**src/rtl/gray_pkg.sv**
```systemverilog
package gray_pkg;
  // Register indices; byte address is four times the index
  localparam logic [7:0] IDX_CTRL         = 8'h02;
  localparam logic [7:0] IDX_HWIDTH       = 8'h04;
  localparam logic [7:0] IDX_LINE_EXTRA   = 8'h11;
  localparam logic [7:0] IDX_LUT_INDEX    = 8'h15;
  localparam logic [7:0] IDX_LUT_DATA     = 8'h17;
  localparam logic [7:0] IDX_STRIDE       = 8'h20;
  localparam logic [7:0] IDX_LINE_ADDR    = 8'h21;
  localparam logic [9:0] ADDR_CTRL        = {IDX_CTRL, 2'b00};
  localparam logic [9:0] ADDR_HWIDTH      = {IDX_HWIDTH, 2'b00};
  localparam logic [9:0] ADDR_LINE_EXTRA  = {IDX_LINE_EXTRA, 2'b00};
  localparam logic [9:0] ADDR_LUT_INDEX   = {IDX_LUT_INDEX, 2'b00};
  localparam logic [9:0] ADDR_LUT_DATA    = {IDX_LUT_DATA, 2'b00};
  localparam logic [9:0] ADDR_STRIDE      = {IDX_STRIDE, 2'b00};
  localparam logic [9:0] ADDR_LINE_ADDR   = {IDX_LINE_ADDR, 2'b00};

  // Control register fields
  localparam int CTRL_BPP_LSB = 0;
  localparam int CTRL_EN_BIT  = 2;
  // LUT data register fields (red, green, blue nibbles)
  localparam int LUT_RED_LSB   = 8;
  localparam int LUT_GREEN_LSB = 4;
  localparam int LUT_BLUE_LSB  = 0;

  // Depth codes
  typedef enum logic [1:0] {
    BPP_1 = 2'b00,
    BPP_2 = 2'b01,
    BPP_4 = 2'b10,
    BPP_8 = 2'b11
  } bpp_t;

  // Reset values
  localparam bpp_t       RST_BPP        = BPP_1;
  localparam logic       RST_EN         = 1'b0;
  localparam logic [7:0] RST_HWIDTH     = 8'h14;
  localparam logic [7:0] RST_LINE_EXTRA = 8'h00;
  localparam logic [7:0] RST_LUT_INDEX  = 8'h00;
  localparam logic [3:0] RST_GREEN      = 4'h0;

  // Sizes
  localparam int GRAY_LEVELS = 16;
  localparam int GRAY_W      = 4;
  localparam int FIFO_DEPTH  = 16;
  localparam int WADDR_W     = 17;
endpackage : gray_pkg

```
**src/rtl/pix_fifo.sv**
```systemverilog
`timescale 1ns/1ps
`default_nettype none
module pix_fifo #(
  parameter int W     = 4,
  parameter int DEPTH = 16
) (
  // Clock and reset
  input  wire logic         clk,
  input  wire logic         rst_n,
  // Fill side
  input  wire logic         in_valid,
  output logic              in_ready,
  input  wire logic [W-1:0] in_data,
  // Drain side
  output logic              out_valid,
  input  wire logic         out_ready,
  output logic [W-1:0]      out_data
);
  localparam int AW = $clog2(DEPTH);

  logic [W-1:0] mem_q [DEPTH];
  logic [AW:0]  wr_q;
  logic [AW:0]  rd_q;
  logic         push;
  logic         pop;
  logic         full;
  logic         empty;

  // Extra pointer bit tells full from empty
  assign full      = (wr_q[AW] != rd_q[AW]) && (wr_q[AW-1:0] == rd_q[AW-1:0]);
  assign empty     = (wr_q == rd_q);
  assign in_ready  = !full;
  assign out_valid = !empty;
  assign push      = in_valid && !full;
  assign pop       = out_ready && !empty;
  assign out_data  = mem_q[rd_q[AW-1:0]];

  // Pointers
  always_ff @(posedge clk or negedge rst_n) begin
    if (!rst_n) begin
      wr_q <= '0;
      rd_q <= '0;
    end else begin
      if (push) wr_q <= wr_q + 1'b1;
      if (pop) rd_q <= rd_q + 1'b1;
    end
  end

  // Storage has no reset; nothing reads a slot before it is written
  always_ff @(posedge clk) begin
    if (push) mem_q[wr_q[AW-1:0]] <= in_data;
  end
endmodule : pix_fifo
`default_nettype wire

```
**src/rtl/gray_lut_fetch.sv**
```systemverilog
// The AHB-Lite register port was chosen for this implementation.
`timescale 1ns/1ps
`default_nettype none
// Notes on behaviour
// Gray level comes from green field only
// Exactly sixteen gray intensities supported
// No 8 bpp in gray shade
// 1 bpp: eight pixels, entries 0-1
// 2 bpp: four pixels, entries 0-3
// 4 bpp: two pixels, entries 0-15
// Software may load 0h black, Fh white
// Stride is width plus 0-255 extra words
// Zero extra words: lines back to back
// Extra words never change visible width
// Software keeps image inside 81920 bytes
// Stride counted in 16-bit words
// Leftmost pixel from most significant bits
module gray_lut_fetch
  import gray_pkg::*;
#(
  parameter int FDEPTH = FIFO_DEPTH
) (
  // Clock and reset
  input  wire logic               CLK,
  input  wire logic               RST_N,
  // AHB-Lite slave
  input  wire logic               HSEL,
  input  wire logic [31:0]        HADDR,
  input  wire logic [1:0]         HTRANS,
  input  wire logic               HWRITE,
  input  wire logic [2:0]         HSIZE,
  input  wire logic [31:0]        HWDATA,
  input  wire logic               HREADY,
  output logic [31:0]             HRDATA,
  output logic                    HREADYOUT,
  output logic                    HRESP,
  // Display buffer bytes
  input  wire logic [7:0]         BYTE_DATA,
  input  wire logic               BYTE_VALID,
  output logic                    BYTE_READY,
  input  wire logic               FRAME_START,
  output logic [WADDR_W-1:0]      LINE_ADDR,
  // Panel pixels
  output logic [GRAY_W-1:0]       PIX_GRAY,
  output logic                    PIX_VALID,
  input  wire logic               PIX_READY
);
  // Reset release
  logic              rst_s1_q;
  logic              rst_s2_q;
  logic              rst_n_i;

  // Bus pipeline and address decode
  logic              addr_take;
  logic              wr_q;
  logic              rd_q;
  logic [9:0]        addr_q;
  logic [31:0]       rd_word;
  logic              hit_ctrl;
  logic              hit_hwidth;
  logic              hit_extra;
  logic              hit_lidx;
  logic              hit_ldata;
  logic              hit_stride;
  logic              hit_laddr;
  logic              we_ctrl;
  logic              we_hwidth;
  logic              we_extra;
  logic              we_lidx;
  logic              we_ldata;

  // Software-visible registers
  bpp_t              bpp_q;
  logic              en_q;
  logic [7:0]        hwidth_q;
  logic [7:0]        extra_q;
  logic [7:0]        lidx_q;
  logic [GRAY_W-1:0] green_q [GRAY_LEVELS];

  // Line addressing
  logic [8:0]        stride;
  logic [WADDR_W-1:0] line_q;
  logic [8:0]        bcnt_q;
  logic [8:0]        line_bytes;
  logic              line_wrap;
  logic              line_last;

  // Unpacker and pixel selection
  logic [7:0]        shift_q;
  logic [3:0]        left_q;
  logic [3:0]        ppb;
  logic [3:0]        pix_code;
  logic [7:0]        shift_next;
  logic [3:0]        code_1;
  logic [3:0]        code_2;
  logic [3:0]        code_4;
  logic [7:0]        shift_1;
  logic [7:0]        shift_2;
  logic [7:0]        shift_4;
  logic              pix_pending;
  logic [GRAY_W-1:0] gray_sel;
  logic              byte_take;
  logic              pix_push;
  logic              fifo_in_ready;
  bpp_t              wr_bpp;
  logic              bpp_ok;

  // Reset release through two flops; assertion still clears all but the FIFO storage
  // at once, only the release waits for the clock
  always_ff @(posedge CLK or negedge RST_N) begin
    if (!RST_N) begin
      rst_s1_q <= 1'b0;
      rst_s2_q <= 1'b0;
    end else begin
      rst_s1_q <= 1'b1;
      rst_s2_q <= rst_s1_q;
    end
  end
  assign rst_n_i = rst_s2_q;

  // Bus address phase; reads take one wait cycle so a just-written value is seen
  assign addr_take = HSEL && HTRANS[1] && HREADY;
  assign HREADYOUT = !rd_q;
  assign HRESP     = 1'b0;

  always_ff @(posedge CLK or negedge rst_n_i) begin
    if (!rst_n_i) begin
      wr_q <= 1'b0;
      rd_q <= 1'b0;
    end else begin
      wr_q <= addr_take && HWRITE;
      rd_q <= addr_take && !HWRITE;
    end
  end

  // Address is held for the whole data phase, wait state included
  always_ff @(posedge CLK or negedge rst_n_i) begin
    if (!rst_n_i) addr_q <= '0;
    else if (addr_take) addr_q <= HADDR[9:0];
  end

  // Read data is registered in the wait cycle
  always_ff @(posedge CLK or negedge rst_n_i) begin
    if (!rst_n_i) HRDATA <= '0;
    else if (rd_q) HRDATA <= rd_word;
  end

  // Address decode of the latched data-phase address
  assign hit_ctrl   = (addr_q == ADDR_CTRL);
  assign hit_hwidth = (addr_q == ADDR_HWIDTH);
  assign hit_extra  = (addr_q == ADDR_LINE_EXTRA);
  assign hit_lidx   = (addr_q == ADDR_LUT_INDEX);
  assign hit_ldata  = (addr_q == ADDR_LUT_DATA);
  assign hit_stride = (addr_q == ADDR_STRIDE);
  assign hit_laddr  = (addr_q == ADDR_LINE_ADDR);

  // Write strobes in the data phase; LUT writes past entry fifteen are dropped
  assign we_ctrl   = wr_q && hit_ctrl;
  assign we_hwidth = wr_q && hit_hwidth;
  assign we_extra  = wr_q && hit_extra;
  assign we_lidx   = wr_q && hit_lidx;
  assign we_ldata  = wr_q && hit_ldata && (lidx_q < 8'(GRAY_LEVELS));
  assign wr_bpp    = bpp_t'(HWDATA[CTRL_BPP_LSB +: 2]);
  assign bpp_ok    = (wr_bpp != BPP_8);

  // Green readback for a LUT index; entries past fifteen read zero
  function automatic logic [GRAY_W-1:0] lut_rd(input logic [7:0] idx);
    lut_rd = (idx < 8'(GRAY_LEVELS)) ? green_q[idx[3:0]] : RST_GREEN;
  endfunction : lut_rd

  // Read mux; unmapped words and reserved bits read zero, and the
  // green nibble comes back where it was written
  assign rd_word =
    hit_ctrl   ? {29'h0, en_q, bpp_q} :
    hit_hwidth ? {24'h0, hwidth_q} :
    hit_extra  ? {24'h0, extra_q} :
    hit_lidx   ? {24'h0, lidx_q} :
    hit_ldata  ? {24'h0, lut_rd(lidx_q), 4'h0} :
    hit_stride ? {23'h0, stride} :
    hit_laddr  ? {15'h0, line_q} : 32'h0000_0000;

  // Depth; an 8 bpp request keeps the old depth
  always_ff @(posedge CLK or negedge rst_n_i) begin
    if (!rst_n_i) bpp_q <= RST_BPP;
    else if (we_ctrl && bpp_ok) bpp_q <= wr_bpp;
  end

  // Enable is written even when the depth is refused
  always_ff @(posedge CLK or negedge rst_n_i) begin
    if (!rst_n_i) en_q <= RST_EN;
    else if (we_ctrl) en_q <= HWDATA[CTRL_EN_BIT];
  end

  // Visible width in words
  always_ff @(posedge CLK or negedge rst_n_i) begin
    if (!rst_n_i) hwidth_q <= RST_HWIDTH;
    else if (we_hwidth) hwidth_q <= HWDATA[7:0];
  end

  // Extra words per line; the full byte is kept so 0 to 255 all work
  always_ff @(posedge CLK or negedge rst_n_i) begin
    if (!rst_n_i) extra_q <= RST_LINE_EXTRA;
    else if (we_extra) extra_q <= HWDATA[7:0];
  end

  // LUT index; no auto-increment, software rewrites it per entry
  always_ff @(posedge CLK or negedge rst_n_i) begin
    if (!rst_n_i) lidx_q <= RST_LUT_INDEX;
    else if (we_lidx) lidx_q <= HWDATA[7:0];
  end

  // Only the green nibble is kept; red and blue writes are dropped
  always_ff @(posedge CLK or negedge rst_n_i) begin
    if (!rst_n_i) begin
      for (int i = 0; i < GRAY_LEVELS; i++) green_q[i] <= RST_GREEN;
    end else if (we_ldata) begin
      green_q[lidx_q[3:0]] <= HWDATA[LUT_GREEN_LSB +: GRAY_W];
    end
  end

  // Stride in 16-bit words: visible width plus extra words;
  // nine bits so two full bytes cannot wrap
  assign stride     = {1'b0, hwidth_q} + {1'b0, extra_q};
  // Visible bytes per line depend on the width only
  assign line_bytes = {hwidth_q, 1'b0};
  // A zero width never closes a line, so the address cannot run away
  assign line_last  = (hwidth_q != 8'h00) && (bcnt_q == line_bytes - 9'd1);
  assign line_wrap  = byte_take && line_last;
  assign LINE_ADDR  = line_q;

  // Line start address advances by one stride per finished line;
  // a frame start wins over a line end in the same cycle
  always_ff @(posedge CLK or negedge rst_n_i) begin
    if (!rst_n_i) begin
      line_q <= '0;
      bcnt_q <= '0;
    end else if (FRAME_START) begin
      line_q <= '0;
      bcnt_q <= '0;
    end else if (line_wrap) begin
      line_q <= line_q + WADDR_W'(stride);
      bcnt_q <= '0;
    end else if (byte_take) begin
      bcnt_q <= bcnt_q + 9'd1;
    end
  end

  // Candidate codes and shifts for each depth, leftmost pixel in the MSBs
  assign code_1  = {3'b000, shift_q[7]};
  assign code_2  = {2'b00, shift_q[7:6]};
  assign code_4  = shift_q[7:4];
  assign shift_1 = {shift_q[6:0], 1'b0};
  assign shift_2 = {shift_q[5:0], 2'b00};
  assign shift_4 = {shift_q[3:0], 4'h0};

  // Pixels per byte and code of the leftmost pending pixel
  assign ppb = (bpp_q == BPP_1) ? 4'd8 :
               (bpp_q == BPP_2) ? 4'd4 : 4'd2;
  assign pix_code = (bpp_q == BPP_1) ? code_1 :
                    (bpp_q == BPP_2) ? code_2 : code_4;
  assign shift_next = (bpp_q == BPP_1) ? shift_1 :
                      (bpp_q == BPP_2) ? shift_2 : shift_4;

  // Pending pixels and the gray level of the leftmost one
  assign pix_pending = (left_q != 4'd0);
  assign gray_sel    = green_q[pix_code];

  // A byte is taken only once the previous one is fully unpacked
  assign BYTE_READY = en_q && !pix_pending;
  assign byte_take  = BYTE_READY && BYTE_VALID;
  // FIFO back-pressure stalls the unpacker
  assign pix_push   = pix_pending && fifo_in_ready;

  // Unpacker: load a byte, then shift pixels out MSB first
  always_ff @(posedge CLK or negedge rst_n_i) begin
    if (!rst_n_i) begin
      shift_q <= '0;
      left_q  <= '0;
    end else if (byte_take) begin
      shift_q <= BYTE_DATA;
      left_q  <= ppb;
    end else if (pix_push) begin
      shift_q <= shift_next;
      left_q  <= left_q - 4'd1;
    end
  end

  // Gray levels queue toward the panel; sixteen slots let a slow
  // panel fall two whole 1 bpp bytes behind before bytes stall
  pix_fifo #(
    .W     (GRAY_W),
    .DEPTH (FDEPTH)
  ) u_fifo (
    .clk       (CLK),
    .rst_n     (rst_n_i),
    .in_valid  (pix_pending),
    .in_ready  (fifo_in_ready),
    .in_data   (gray_sel),
    .out_valid (PIX_VALID),
    .out_ready (PIX_READY),
    .out_data  (PIX_GRAY)
  );
endmodule : gray_lut_fetch
`default_nettype wire

```
**config.mk**
```make
export PLATFORM = sky130hd
export DESIGN_NAME = gray_lut_fetch
export DESIGN_NICKNAME = d
export VERILOG_FILES = /design/src/rtl/gray_pkg.sv /design/src/rtl/pix_fifo.sv /design/src/rtl/gray_lut_fetch.sv
export SDC_FILE = /design/constraint.sdc
export NUM_CORES = 1
export LEC_CHECK = 0
export BUFFER_PORTS_ARGS = -buffer_cell sky130_fd_sc_hd__buf_2
export CAP_MARGIN = 20
export CORE_MARGIN = 10
export CORE_UTILIZATION = 64
export CTS_CLUSTER_DIAMETER = 200
export CTS_CLUSTER_SIZE = 8
export DETAILED_ROUTE_END_ITERATION = 12
export HOLD_SLACK_MARGIN = 0.02
export MAX_ROUTING_LAYER = met4
export PLACE_DENSITY_LB_ADDON = 0.25
export SETUP_SLACK_MARGIN = 0.15
export SLEW_MARGIN = 25
export SYNTH_ARGS = -nofsm -noshare
export SYNTH_HDL_FRONTEND = slang
export SYNTH_SLANG_ARGS = --single-unit
```
**constraint.sdc**
```tcl
create_clock -name CLK -period 11.45 [get_ports CLK]
set_input_delay 0.5725 -clock CLK [delete_from_list [all_inputs] [get_ports CLK]]
set_output_delay 0.5725 -clock CLK [all_outputs]
set_load 0.005 [all_outputs]
```
# --- Yosys cells after proc, flatten, opt, wreduce, memory -nomap -nowiden ---
# Memory sizes are Yosys's and may differ from the RTL's.
# Cells that the tools add are included.
word_totals:
  register_bits: 185
  ram_bits: 64
  in_bits: 85
  output_inout_bits: 57
  word_cells: 124
  mem_count: 1
mem_list:
  columns: ["name", "depth", "width", "read_ports", "rd_clocked_by_memory_dff", "wr", "line", "rtl"]
  rows:
  - ["u_fifo.mem_q", 16, 4, 1, 0, 1, "pix_fifo.sv:21", "logic [W-1:0] mem_q [DEPTH];"]
classes:
  addsub: 7
  order_cmp: 4
  eq_ne: 13
  mux: 34
  bitwise: 2
  reduce_logical: 30
ops:
  columns: ["operator", "count"]
  rows:
  - ["$mux 17", 9]
  - ["$bwmux 64", 1]
  - ["$mux 4", 11]
  - ["$bmux 4 s4", 2]
  - ["$mux 8", 4]
  - ["$eq 10x7->1 const B", 3]
  - ["$mux 9", 3]
  - ["$eq 10x8->1 const B", 2]
  - ["$logic_and 1x1->1", 19]
  - ["$add 17x9->17", 1]
  - ["$demux 4 s4", 1]
  - ["$add 5x1->5 const B", 2]
  - ["$eq 10x4->1 const B", 1]
  - ["$eq 10x5->1 const B", 1]
  - ["$ge 5x5->1 const B", 2]
  - ["$not 4->5", 2]
  - ["$add 8x8->9", 1]
  - ["$add 9x1->9 const B", 1]
  - ["$eq 9x9->1", 1]
  - ["$sub 9x1->9 const B", 1]
  - ["$lt 8x5->1 const B", 1]
  - ["$reduce_bool 8->1", 1]
  - ["$eq 5x5->1", 1]
  - ["$logic_not 1->1", 5]
  - ["other kinds (12)", 14]

# --- Depth between registers and ports, before layout ---
# Gate-level depths: netlist (run 1).
depth:
  depth_word: 10
  mapped_depth: 15
  ltp_nobuf: 15

# --- Cells and area by module ---
# From an unflattened synthesis (run 1), not the netlist that was laid out.
unflattened:
  cells_unflattened: 1010
  area_unflattened_um2: 12557.0
modules_own_cells:
  columns: ["mod", "instances", "cells_each", "area_each_um2", "seq_area_each_um2"]
  rows:
  - ["gray_lut_fetch", 1, 831, 9396.5, 4006.3]
  - ["pix_fifo", 1, 179, 3160.5, 2172.1]

# --- Least setup slack after synthesis (run 1) ---
# No wires, ideal clock.
synth_path:
  path_kind: "reg2reg"
  startpoint: "register hwidth_q[0]"
  endpoint: "register line_q[16] (netlist: LINE_ADDR[16])"
  setup_time_ns: 0.078
  arrival_ns: 3.390
  required_time_ns: 11.372
  setup_slack_ns: 7.982
  stages_incl_launch_ff: 16
  n_path_buf: 1
  period_less_slack_ns: 3.468
  path_cell_list: "dfrtp_1 -> ha_1 -> inv_1 -> fa_1 -> nand2b_1 -> a21oi_1 -> o311a_1 -> o21ai_0 -> nand2b_1 -> ha_1 -> a21o_1 -> a21oi_1 -> or4_1 -> buf_2 -> or4_1 -> a21oi_1"
synth_between:
  elab_chain_len: 5
  word_cells_on_any_way: 10
  classes_between: "3 x add/sub; 1 x eq/ne; 2 x mux; 4 x reduce/logical"
synth_rtl:
  columns: ["element", "line", "rtl"]
  rows:
  - ["start: declaration", "gray_lut_fetch.sv:75", "logic [7:0] hwidth_q;"]
  - ["start signal: assignment", "gray_lut_fetch.sv:197", "else if (we_hwidth) hwidth_q <= HWDATA[7:0];"]
  - ["parallel branches: the longest is 5 deep, another holds $add 17x9->17", null, null]
  - ["end signal: assignment", "gray_lut_fetch.sv:241", "line_q <= line_q + WADDR_W'(stride);"]
  - ["end: declaration", "gray_lut_fetch.sv:82", "logic [WADDR_W-1:0] line_q;"]
# Several ways; the timed one is not identified. The select of a mux whose other input is x is not followed.
# A chain may end at the register's enable or synchronous reset.

# --- Worst setup path in the final report (run 1) ---
# Ends and elaborated chain as after synthesis.

==> results of run 1 <==
-- cells in the mapped netlist, drive strengths merged, types with 10 or more instances --
cell and n:
clkbuf 35, dfrtp 168, xor2 21, and3 12, ha 28, buf 30
xnor2 24, nand3 12, edfxtp 64, nor2 74, o21ai 22, inv 15
a21oi 41, nand2 68, nor3 22, mux2 103, or3 10, nand2b 11
mux4 54, mux2i 24
-- worst max-delay path, cell delays in order (launching register included) --
cell,delay [ns]
dfrtp_1,0.47
ha_1,0.25
inv_1,0.07
fa_1,0.39
nand2b_1,0.18
a21oi_1,0.21
o311a_1,0.20
o21ai_0,0.08
nand2b_1,0.17
ha_1,0.21
a21o_1,0.18
a21oi_1,0.07
or4_1,0.68
or4_1,0.55
a21oi_1,0.15
-- stage by stage --
| stage | setup slack [ns] | cells | area (um^2) |
|---|---|---|---|
| 2_1_floorplan | 6.37 | 996 | 12300 |
| 5_1_grt | 7.22 | 1309 | 13800 |
| 6_report | 7.50 | 1309 | 13800 |
| 3_5_place_dp | 7.54 | 1248 | 12700 |
| 3_3_place_gp | 7.61 | 1248 | 12700 |
| 4_1_cts | 7.52 | 1308 | 13800 |
-- what timing repair did --
action,CTS,global route
resized for setup,0,0
hold endpoints to repair,2,0
hold buffers,1,0
-- sequential cells by signal, summed over array words and instances, names as in the netlist, 2 cells and up --
signal        flops
LINE_ADDR        17
u_fifo.mem_q     64
u_fifo.rd_q       5
shift_q           8
addr_q           10
left_q            4
extra_q           8
hwidth_q          8
lidx_q            8
u_fifo.wr_q       5
HRDATA           17
green_q          64
bcnt_q            9
bpp_q             2
-- area by class of cell --
class	instances	area [um^2]
well taps	234	293
flip-flops and latches	234	6180
inverters	16	60.1
clock buffers	56	976
multi-input cells	681	5780
fillers	1241	4970
clock inverters	3	33.8
repair buffers	85	473
-- power by group through the flow --
stage          clock [W]  sequential (W)  combinational [W]
5_1_grt         0.000994         0.00113           0.000634
6_report        0.000946         0.00112           0.000572
4_1_cts         0.000957         0.00112           0.000569
3_5_place_dp           0         0.00113           0.000560
3_3_place_gp           0         0.00112           0.000542
2_1_floorplan          0         0.00106           0.000458
-- kinds of logic (layout without fill, tap and decap cells) --
group / Yosys count / in the layout / share of synthesized area, %
XOR/XNOR: 45 / 45 / 3.22
AND/OR/NAND/NOR: 272 / 272 / 11.3
flip-flops: 234 / 234 / 50.5
buffers and inverters: 81 / 160 / 3.00
other: 2 / 17 / 0.0613
AO/OA/AOI/OAI: 136 / 136 / 7.34
adder cells (fa/ha/maj): 30 / 30 / 3.19
multiplexers: 181 / 181 / 21.4
-- routing by layer --
layer	part of all wire, %	vias up
met5	0	-
met4	2.1	0
met3	7.3	56
met2	48	329
met1	42	4306
li1	-	3791
-- how the worst max path moves through the flow --
stage | startpoint | end | slack (ns) | cells after the start
3_5_place_dp | hwidth_q[0] | LINE_ADDR[12] | 7.54 | 14
6_report | hwidth_q[0] | LINE_ADDR[16] | 7.50 | 14
3_3_place_gp | hwidth_q[0] | LINE_ADDR[16] | 7.61 | 14
2_1_floorplan | rst_n_i | HRDATA[0] | 6.37 | 0
5_1_grt | hwidth_q[0] | LINE_ADDR[16] | 7.22 | 14
4_1_cts | hwidth_q[0] | LINE_ADDR[12] | 7.52 | 14
==> summary.txt, run 1 <==
Run status: finished, final reports clean
R2R depth: 14
Post-Syn Instances: 981
Share of cells above drive strength 1: 27.9%
Final nets: 1168
H-tree levels: 2
Max-capacitance violation count: 0
Post-CTS setup buffers: 0
Reg2Reg Launch Point: hwidth_q[0]
Sequential share of power: 42.4%
R2R setup slack: 7.50 ns
Pwr per Cell Area: 191 mW/mm^2
RSZ-0062 raised after global routing: false
Initial antenna violation count: 0
Hold Fails Final Rpt: 0
GRT Residual Overflow: 0
Final period util: 34.5%
Pre-antenna DRT Iters: 5
Combinational Power Share: 21.7%
DP HPWL: 19100 um
Hold_ws: 0.220 ns
Worst Path Required: 11.88 ns
Highest Clock Rate: 253 MHz
Tightest Hold Check Type: flop to asynchronous set/reset pin
Setup TNS: 0 ns
Synth area leaders: dfrtp_1 (34%), edfxtp_1 (16%), mux4_2 (9.9%), mux2_2 (9.5%), ha_1 (2.9%)
Commonest non-fill, non-tap cell in the layout: dfrtp_1
RR Endpoint: LINE_ADDR[16]
WL final: 28300 um
Pin count of the biggest net entering global routing: 78
All-Layer GR Usage: 23.8%
Core ar.: 0.0188 mm^2
Slew margin rel.: 34.2%
Worst Tran Pin Value: 0.985 ns
Met3 Use GR: 4.18%
GRT met2 Usage: 37.0%
M1 GR Usage: 31.7%
Vias in the first global route: 8501
Power Total: 0.00264 W
Dominant cell type by area after synthesis: dfrtp_1
Clock buffer count from CTS: 35
Yosys warning count: 0
Root buffer cell: clkbuf_16
Routed wire per std cell: 21.7 um
Distinct cells, synth: 69
Final setup violation count: 0
Area of the mapped netlist: 0.0122 mm^2
Clock Sinks: 234
Die height: 158 um
Pins Over Slew Limit: 0
Layout overhead on the synthesized area: 12.7%
Vias: 8482
Sw Ratio: 29.9%
Startpoint Class: flop
CTS tree: yes
Switch Pwr: 0.000787 W
Sequential share of the synthesized area: 50.5%
Peak VDD IR: 141 uV
Top cell type's share of synthesized area: 34.3%
Drt via density: 6.48
EDFF count, synth: 64
Port Buffer Count: 75
DR iter-0 viols: 738
Worst Skew: 0.0216 ns
Synth Flop Type: dfrtp_1
Worst-Skew Late Latency: 0.52 ns
Ant diodes: 0
Post-synth ARST share: 72.6%
CP Class: flop to flop
Clk pwr share: 35.9%
Leak: 5.88 nW
Num ports: 142
Initial core utilization: 65.2%
Int Power: 0.00185 W
Syn avg cell area: 12.5 um^2
Util after Layout: 73.5%
Most frequent cells in the layout: dfrtp_1 (167), mux2_2 (103), buf_2 (75), nor2_1 (74), nand2_1 (68)
First-pass GRT wire length: 46000 um
Clock transition at the registers of the reported paths: 0.06 ns
CP endpoint kind: flop
Max FO, Critical Path: 10
Gpl congestion: 0.901
Gr busiest metal: met2
Critical Path AT: 4.38 ns
Die area: 0.0251 mm^2
Core Rows: 50
Yosys reg bits: 234
# DRC: 0
Crit path time final: 3.95 ns
Chip Width: 158 um
CTS max path bufs: 3
Antenna-violating nets left: 0
Power figures use the tool's default switching activity.
==> run 2, diff against run 1 <==
Settings changed: CORE_UTILIZATION 64 to 53.
Clock period 11.45 ns to 3.6 ns, I/O delays scaled along.
==> run 2 against run 1 <==
  * Setup slack got worse by 7.3 ns
  * Sequential power increased to 3.1 times the previous value
  * Sequential share of layout area decreased by 1.7 points
  * Critical path type unchanged
  * Largest cell class unchanged
  * Non-clock buffer count rose by 51
==> summary.txt, run 2 (same netlist as run 1, synthesis figures left out) <==
Hold path cells: 2
GRT Residual Overflow: 0 (unchanged)
Core ar.: 0.0227 mm^2 (was 0.0188 mm^2)
Initial core utilization: 53.9% (was 65.2%)
Switch Pwr: 0.00248 W (was 0.000787 W)
Num ports: 142 (unchanged)
Sequential share of power: 41.3% (was 42.4%)
Launch point of the critical path: extra_q[0] (was hwidth_q[0])
Hold Fails Final Rpt: 0 (unchanged)
CP endpoint kind: flop (unchanged)
H-tree levels: 2 (unchanged)
Dpl cells: 1325 (was 1248)
Non-Filler Instances: 1413 (was 1309)
Worst Tran Pin Value: 0.804 ns (was 0.985 ns)
RSZ-0062 raised after global routing: true (was false)
Peak VDD IR: 444 uV (was 141 uV)
Clk pwr share: 35.7% (was 35.9%)
Core Rows: 55 (was 50)
DP HPWL: 20000 um (was 19100 um)
Final setup violation count: 0 (unchanged)
DR iter-0 viols: 675 (was 738)
Max FO, Critical Path: 4 (was 10)
CP Cell Sequence: ha_2, inv_1, fa_1, nand2b_4, a21oi_2, o311a_1, o21ai_1, nand2b_1, ha_4, a21o_1, buf_4, or2_2, o211ai_1, buf_4, nor3_2, mux2_2 (was ha_1, inv_1, fa_1, nand2b_1, a21oi_1, o311a_1, o21ai_0, nand2b_1, ha_1, a21o_1, a21oi_1, or4_1, or4_1, a21oi_1)
Share of cells above drive strength 1: 29.6% (was 27.9%)
Commonest non-fill, non-tap cell in the layout: dfrtp_1 (unchanged)
CTS max path bufs: 3 (unchanged)
All-Layer GR Usage: 20.7% (was 23.8%)
# DRC: 0 (unchanged)
Most used cell, CP: buf_4 (was a21oi_1)
Pwr per Cell Area: 587 mW/mm^2 (was 191 mW/mm^2)
CP max stage cell: fa_1 (was or4_1)
Worst Path Buf+Inv: 3 (was 1)
Reg2Reg Launch Point: extra_q[0] (was hwidth_q[0])
Post-DP Area: 0.0130 mm^2 (was 0.0127 mm^2)
Vias: 8451 (was 8482)
Int Power: 0.00593 W (was 0.00185 W)
First-pass GRT wire length: 47200 um (was 46000 um)
Top cell family by delay on the critical path: adder cells (was simple AND/OR/NAND/NOR gates)
Routed wire per std cell: 20.8 um (was 21.7 um)
Critical path depth: 16 (was 14)
CTS tree: yes (unchanged)
Pre-antenna DRT Iters: 5 (unchanged)
Root buffer cell: clkbuf_16 (unchanged)
Ant diodes: 0 (unchanged)
Run status: finished, final reports clean (unchanged)
Clock transition at the registers of the reported paths: 0.06 ns (about the same)
Design area: 0.0143 mm^2 (was 0.0138 mm^2)
Slew margin rel.: 46.4% (was 34.2%)
Die height: 172 um (was 158 um)
Vias in the first global route: 8643 (was 8501)
Chip Width: 172 um (was 158 um)
Critical Path AT: 3.75 ns (was 4.38 ns)
CP peak stage delay: 0.40 ns (was 0.68 ns)
Port Buffer Count: 75 (unchanged)
Startpoint Class: flop (unchanged)
Worst Path Required: 3.98 ns (was 11.88 ns)
Max-capacitance violation count: 0 (unchanged)
Tightest Hold Check Type: input pin to flop (was flop to asynchronous set/reset pin)
HP Start: HWDATA[0]
Crit path time final: 3.37 ns (was 3.95 ns)
Worst-Skew Late Latency: 0.51 ns (was 0.52 ns)
Drt via density: 5.98 (was 6.48)
Final period util: 93.6% (was 34.5%)
Fillers: 1775 (was 1241)
Hold_ws: 0.0482 ns (was 0.220 ns)
Initial antenna violation count: 0 (unchanged)
Pin count of the biggest net entering global routing: 85 (was 78)
Final nets: 1220 (was 1168)
Worst Skew: 0.0173 ns (was 0.0216 ns)
Sw Ratio: 29.5% (was 29.9%)
Leak: 6.12 nW (was 5.88 nW)
Combinational Power Share: 23.1% (was 21.7%)
R2R depth: 16 (was 14)
Gpl congestion: 0.911 (was 0.901)
Highest Clock Rate: 297 MHz (was 253 MHz)
Die area: 0.0296 mm^2 (was 0.0251 mm^2)
Most frequent cells in the layout: dfrtp_1 (166), mux2_2 (103), buf_2 (75), nor2_1 (74), nand2_1 (68) (was dfrtp_1 (167), mux2_2 (103), buf_2 (75), nor2_1 (74), nand2_1 (68))
CP Class: flop to flop (unchanged)
Antenna-violating nets left: 0 (unchanged)
Clock Sinks: 234 (unchanged)
WL final: 29300 um (was 28300 um)
Clock buffer count from CTS: 35 (unchanged)
Pins Over Slew Limit: 0 (unchanged)
Layout overhead on the synthesized area: 17.0% (was 12.7%)
[run 2: power by group through the flow]
stage,clock [W],sequential (W),combinational [W]
finish,0.00300,0.00347,0.00194
global route,0.00319,0.00351,0.00214
CTS,0.00306,0.00347,0.00195
detailed placement,0,0.00351,0.00191
global placement,0,0.00350,0.00187
floorplan,0,0.00338,0.00146
[run 2: layout make-up]
cell class | count | area, um^2 | area share (%)
sequential | 234 | 6180 | 43.2
multi-input combinational | 682 | 5810 | 40.5
clock buffer | 57 | 980 | 6.84
timing repair buffer | 136 | 906 | 6.32
tap | 285 | 357 | 2.49
inverter | 16 | 60.1 | 0.419
clock inverter | 3 | 33.8 | 0.236
[run 2: stage by stage]
step,total power (W),util [%],worst slack (ns),TNS [ns]
finish,0.00842,63.1,0.229,0
global route,0.00884,63.1,0.113,0
CTS,0.00849,62.9,0.151,0
detailed placement,0.00543,57.3,-0.00186,-0.00186
global placement,0.00536,57.3,0.0693,0
floorplan,0.00483,-,0.178,0
[run 2: repair_timing]
item,in CTS,in global routing
hold buffers,24,0
setup buffers,1,2
pin swaps,2,2
resized for setup,1,6
gates cloned,0,1
hold endpoints to repair,30,0
setup endpoints to repair,7,7
[run 2: worst paths after layout]
kind	endpoint	slack, ns
max	LINE_ADDR[13]	0.23
min	bpp_q[0]	0.05
max reg2reg	LINE_ADDR[13]	0.23
min reg2reg	extra_q[5]	0.35
max in group asynchronous	HRDATA[16]	2.33
min in group asynchronous	extra_q[5]	0.35
[run 2: routing by layer]
layer	vias up	GRT usage (%)	wire length [um]
li1	3900	-	-
met1	4257	28.5	13500
met2	238	31.5	13700
met3	56	3.33	1560
met4	0	5.58	658
met5	-	-	0
==> run 3, diff against run 2 <==
Settings changed: CELL_PAD_IN_SITES_DETAIL_PLACEMENT set to 1, CELL_PAD_IN_SITES_GLOBAL_PLACEMENT set to 2, CORE_UTILIZATION 53 to 36, GPL_TIMING_DRIVEN set to 0.
==> run 3 against run 2 <==
  * Power increased by 1.6%
  * First-iteration DRC count decreased by 46%
  * Final area increased by 4.4%
  * Setup slack got worse by 0.038 ns
  * Cell count increased by 14%
  * Clock power about the same
  * Clock skew increased by 0.0083 ns
  * Die area increased by 41%
  * Largest cell class unchanged
==> summary.txt, run 3 (same netlist as run 1, synthesis figures left out) <==
Num ports: 142 (unchanged)
Slew margin rel.: 45.8% (was 46.4%)
Util after Layout: 44.6% (was 63.1%)
Vias: 8668 (was 8451)
Routed wire per std cell: 22.0 um (was 20.8 um)
Most frequent cells in the layout: dfrtp_1 (162), mux2_2 (103), nor2_1 (74), buf_2 (73), nand2_1 (67) (was dfrtp_1 (166), mux2_2 (103), buf_2 (75), nor2_1 (74), nand2_1 (68))
Final nets: 1263 (was 1220)
Drt via density: 5.37 (was 5.98)
CP Class: flop to flop (unchanged)
Worst Skew: 0.0256 ns (was 0.0173 ns)
Top cell family by delay on the critical path: simple AND/OR/NAND/NOR gates (was adder cells)
Leak: 6.22 nW (was 6.12 nW)
Pins Over Slew Limit: 0 (unchanged)
Vias in the first global route: 9256 (was 8643)
CP peak stage delay: 0.47 ns (was 0.40 ns)
CTS tree: yes (unchanged)
Worst-Skew Late Latency: 0.51 ns (about the same)
Setup TNS: 0 ns (unchanged)
Combinational Power Share: 25.7% (was 23.1%)
Pin count of the biggest net entering global routing: 50 (was 85)
Share of cells above drive strength 1: 32.1% (was 29.6%)
Commonest non-fill, non-tap cell in the layout: dfrtp_1 (unchanged)
DR iter-0 viols: 366 (was 675)
Crit path time final: 3.41 ns (was 3.37 ns)
Highest Clock Rate: 293 MHz (was 297 MHz)
Storage element area: 0.00619 mm^2 (was 0.00618 mm^2)
CP max stage cell: or4_4 (was fa_1)
Clock Sinks: 234 (unchanged)
Max-capacitance violation count: 0 (unchanged)
CP Cell Sequence: ha_4, inv_2, fa_2, nand2b_4, a21oi_4, o311a_1, o21ai_2, nand2b_4, ha_4, a21o_1, a21oi_2, or4_4, buf_6, or4_4, a21oi_1 (was ha_2, inv_1, fa_1, nand2b_4, a21oi_2, o311a_1, o21ai_1, nand2b_1, ha_4, a21o_1, buf_4, or2_2, o211ai_1, buf_4, nor3_2, mux2_2)
Final period util: 94.7% (was 93.6%)
Worst Path Required: 4.03 ns (was 3.98 ns)
Antenna-violating nets left: 0 (unchanged)
Ant diodes: 0 (unchanged)
Final setup violation count: 0 (unchanged)
RSZ-0062 raised after global routing: true (unchanged)
Worst Path Buf+Inv: 2 (was 3)
Multi-input logic area: 0.00602 mm^2 (was 0.00581 mm^2)
Run status: finished, final reports clean (unchanged)
Startpoint Class: flop (unchanged)
Switch Pwr: 0.00261 W (was 0.00248 W)
GRT Residual Overflow: 0 (unchanged)
Root buffer cell: clkbuf_16 (unchanged)
Peak VDD IR: 308 uV (was 444 uV)
DP HPWL: 25500 um (was 20000 um)
Tightest Hold Check Type: input pin to flop (unchanged)
Clock buffer count from CTS: 35 (unchanged)
First-pass GRT wire length: 55700 um (was 47200 um)
Sw Ratio: 30.5% (was 29.5%)
Fillers: 3559 (was 1775)
WL final: 35500 um (was 29300 um)
All-Layer GR Usage: 17.5% (was 20.7%)
Port Buffer Count: 71 (was 75)
Layout overhead on the synthesized area: 22.2% (was 17.0%)
Pre-antenna DRT Iters: 5 (unchanged)
Critical Path AT: 3.84 ns (was 3.75 ns)
Core Rows: 67 (was 55)
Clock transition at the registers of the reported paths: 0.05 ns (was 0.06 ns)
H-tree levels: 2 (unchanged)
Chip Width: 204 um (was 172 um)
CP endpoint kind: flop (unchanged)
Die height: 204 um (was 172 um)
Pwr per Cell Area: 572 mW/mm^2 (was 587 mW/mm^2)
Int Power: 0.00595 W (was 0.00593 W)
Core ar.: 0.0335 mm^2 (was 0.0227 mm^2)
CTS max path bufs: 3 (unchanged)
Die area: 0.0418 mm^2 (was 0.0296 mm^2)
# DRC: 0 (unchanged)
Sequential share of power: 39.5% (was 41.3%)
Clk pwr share: 34.9% (was 35.7%)
Initial core utilization: 36.5% (was 53.9%)
Gpl congestion: 0.812 (was 0.911)
Initial antenna violation count: 0 (unchanged)
Worst Tran Pin Value: 0.808 ns (was 0.804 ns)
Hold Fails Final Rpt: 0 (unchanged)
Max FO, Critical Path: 5 (was 4)
run 3: changes by cell type in the layout (fill, tap and decap cells not counted), moves of 4 or more:
cell,before,now
a21oi_1,39,32
a21oi_2,2,6
buf_1,0,9
clkbuf_1,21,48
clkbuf_2,0,4
dfrtp_1,166,162
dfrtp_2,1,5
ha_1,26,21
ha_4,1,5
nor4b_1,4,0
nor4b_2,0,4
run 3: path summary, 6_finish.rpt:
check                      cells past startpoint  slack [ns]             to        from
setup / recovery                              15        0.19  LINE_ADDR[12]  extra_q[0]
hold reg to reg                                1        0.32      addr_q[7]     rst_n_i
min in group asynchronous                      1        0.32      addr_q[7]     rst_n_i
setup reg to reg                              15        0.19  LINE_ADDR[12]  extra_q[0]
hold / removal                                 2        0.05       bpp_q[0]   HWDATA[0]
max in group asynchronous                      3        2.50    green_q[54]     rst_n_i
run 3: final cells by class:
class	instances	area share [%]
timing repair buffer	115	5.46
clock buffer	51	6.40
clock inverter	3	0.226
inverter	16	0.402
tap	448	3.75
multi-input combinational	681	40.3
buffer	65	2.13
sequential	234	41.4
run 3: timing repair:
action                                  in CTS  in global routing
endpoints found under the setup margin      42                 94
endpoints found under the hold margin       27                  0
gates resized for setup                     22                 38
cloned                                       1                  0
setup buffers                                8                  8
pin swaps                                   14                 15
hold buffers                                23                  0
run 3: per-stage QoR:
step	hold WS (ns)	instance area, um^2	total power (W)	setup WS [ns]	cells
2_1_floorplan	-0.116	12300	0.00483	0.178	996
3_3_place_gp	-0.0351	13200	0.00546	-0.516	1515
3_5_place_dp	-0.0308	13400	0.00557	-0.418	1519
4_1_cts	0.0301	14700	0.00866	0.0899	1605
5_1_grt	0.0478	15000	0.00905	0.0979	1613
6_report	0.0492	15000	0.00856	0.191	1613
run 3: routing by layer:
metal  vias up  global-route usage, %  share of wire, %
met5         -                      -                 0
met4         0                   3.62               1.6
met3        36                   2.49               3.4
met2       145                   27.3                48
met1      4508                   23.9                47
li1       3979                      -                 -
run 3: power by group through the flow:
stage	Sequential, W	Combinational (W)	Clock [W]
after floorplan	0.00338	0.00146	0
after global placement	0.00344	0.00202	0
after detailed placement	0.00342	0.00215	0
after CTS	0.00338	0.00221	0.00307
after global routing	0.00341	0.00244	0.00320
final	0.00338	0.00220	0.00298
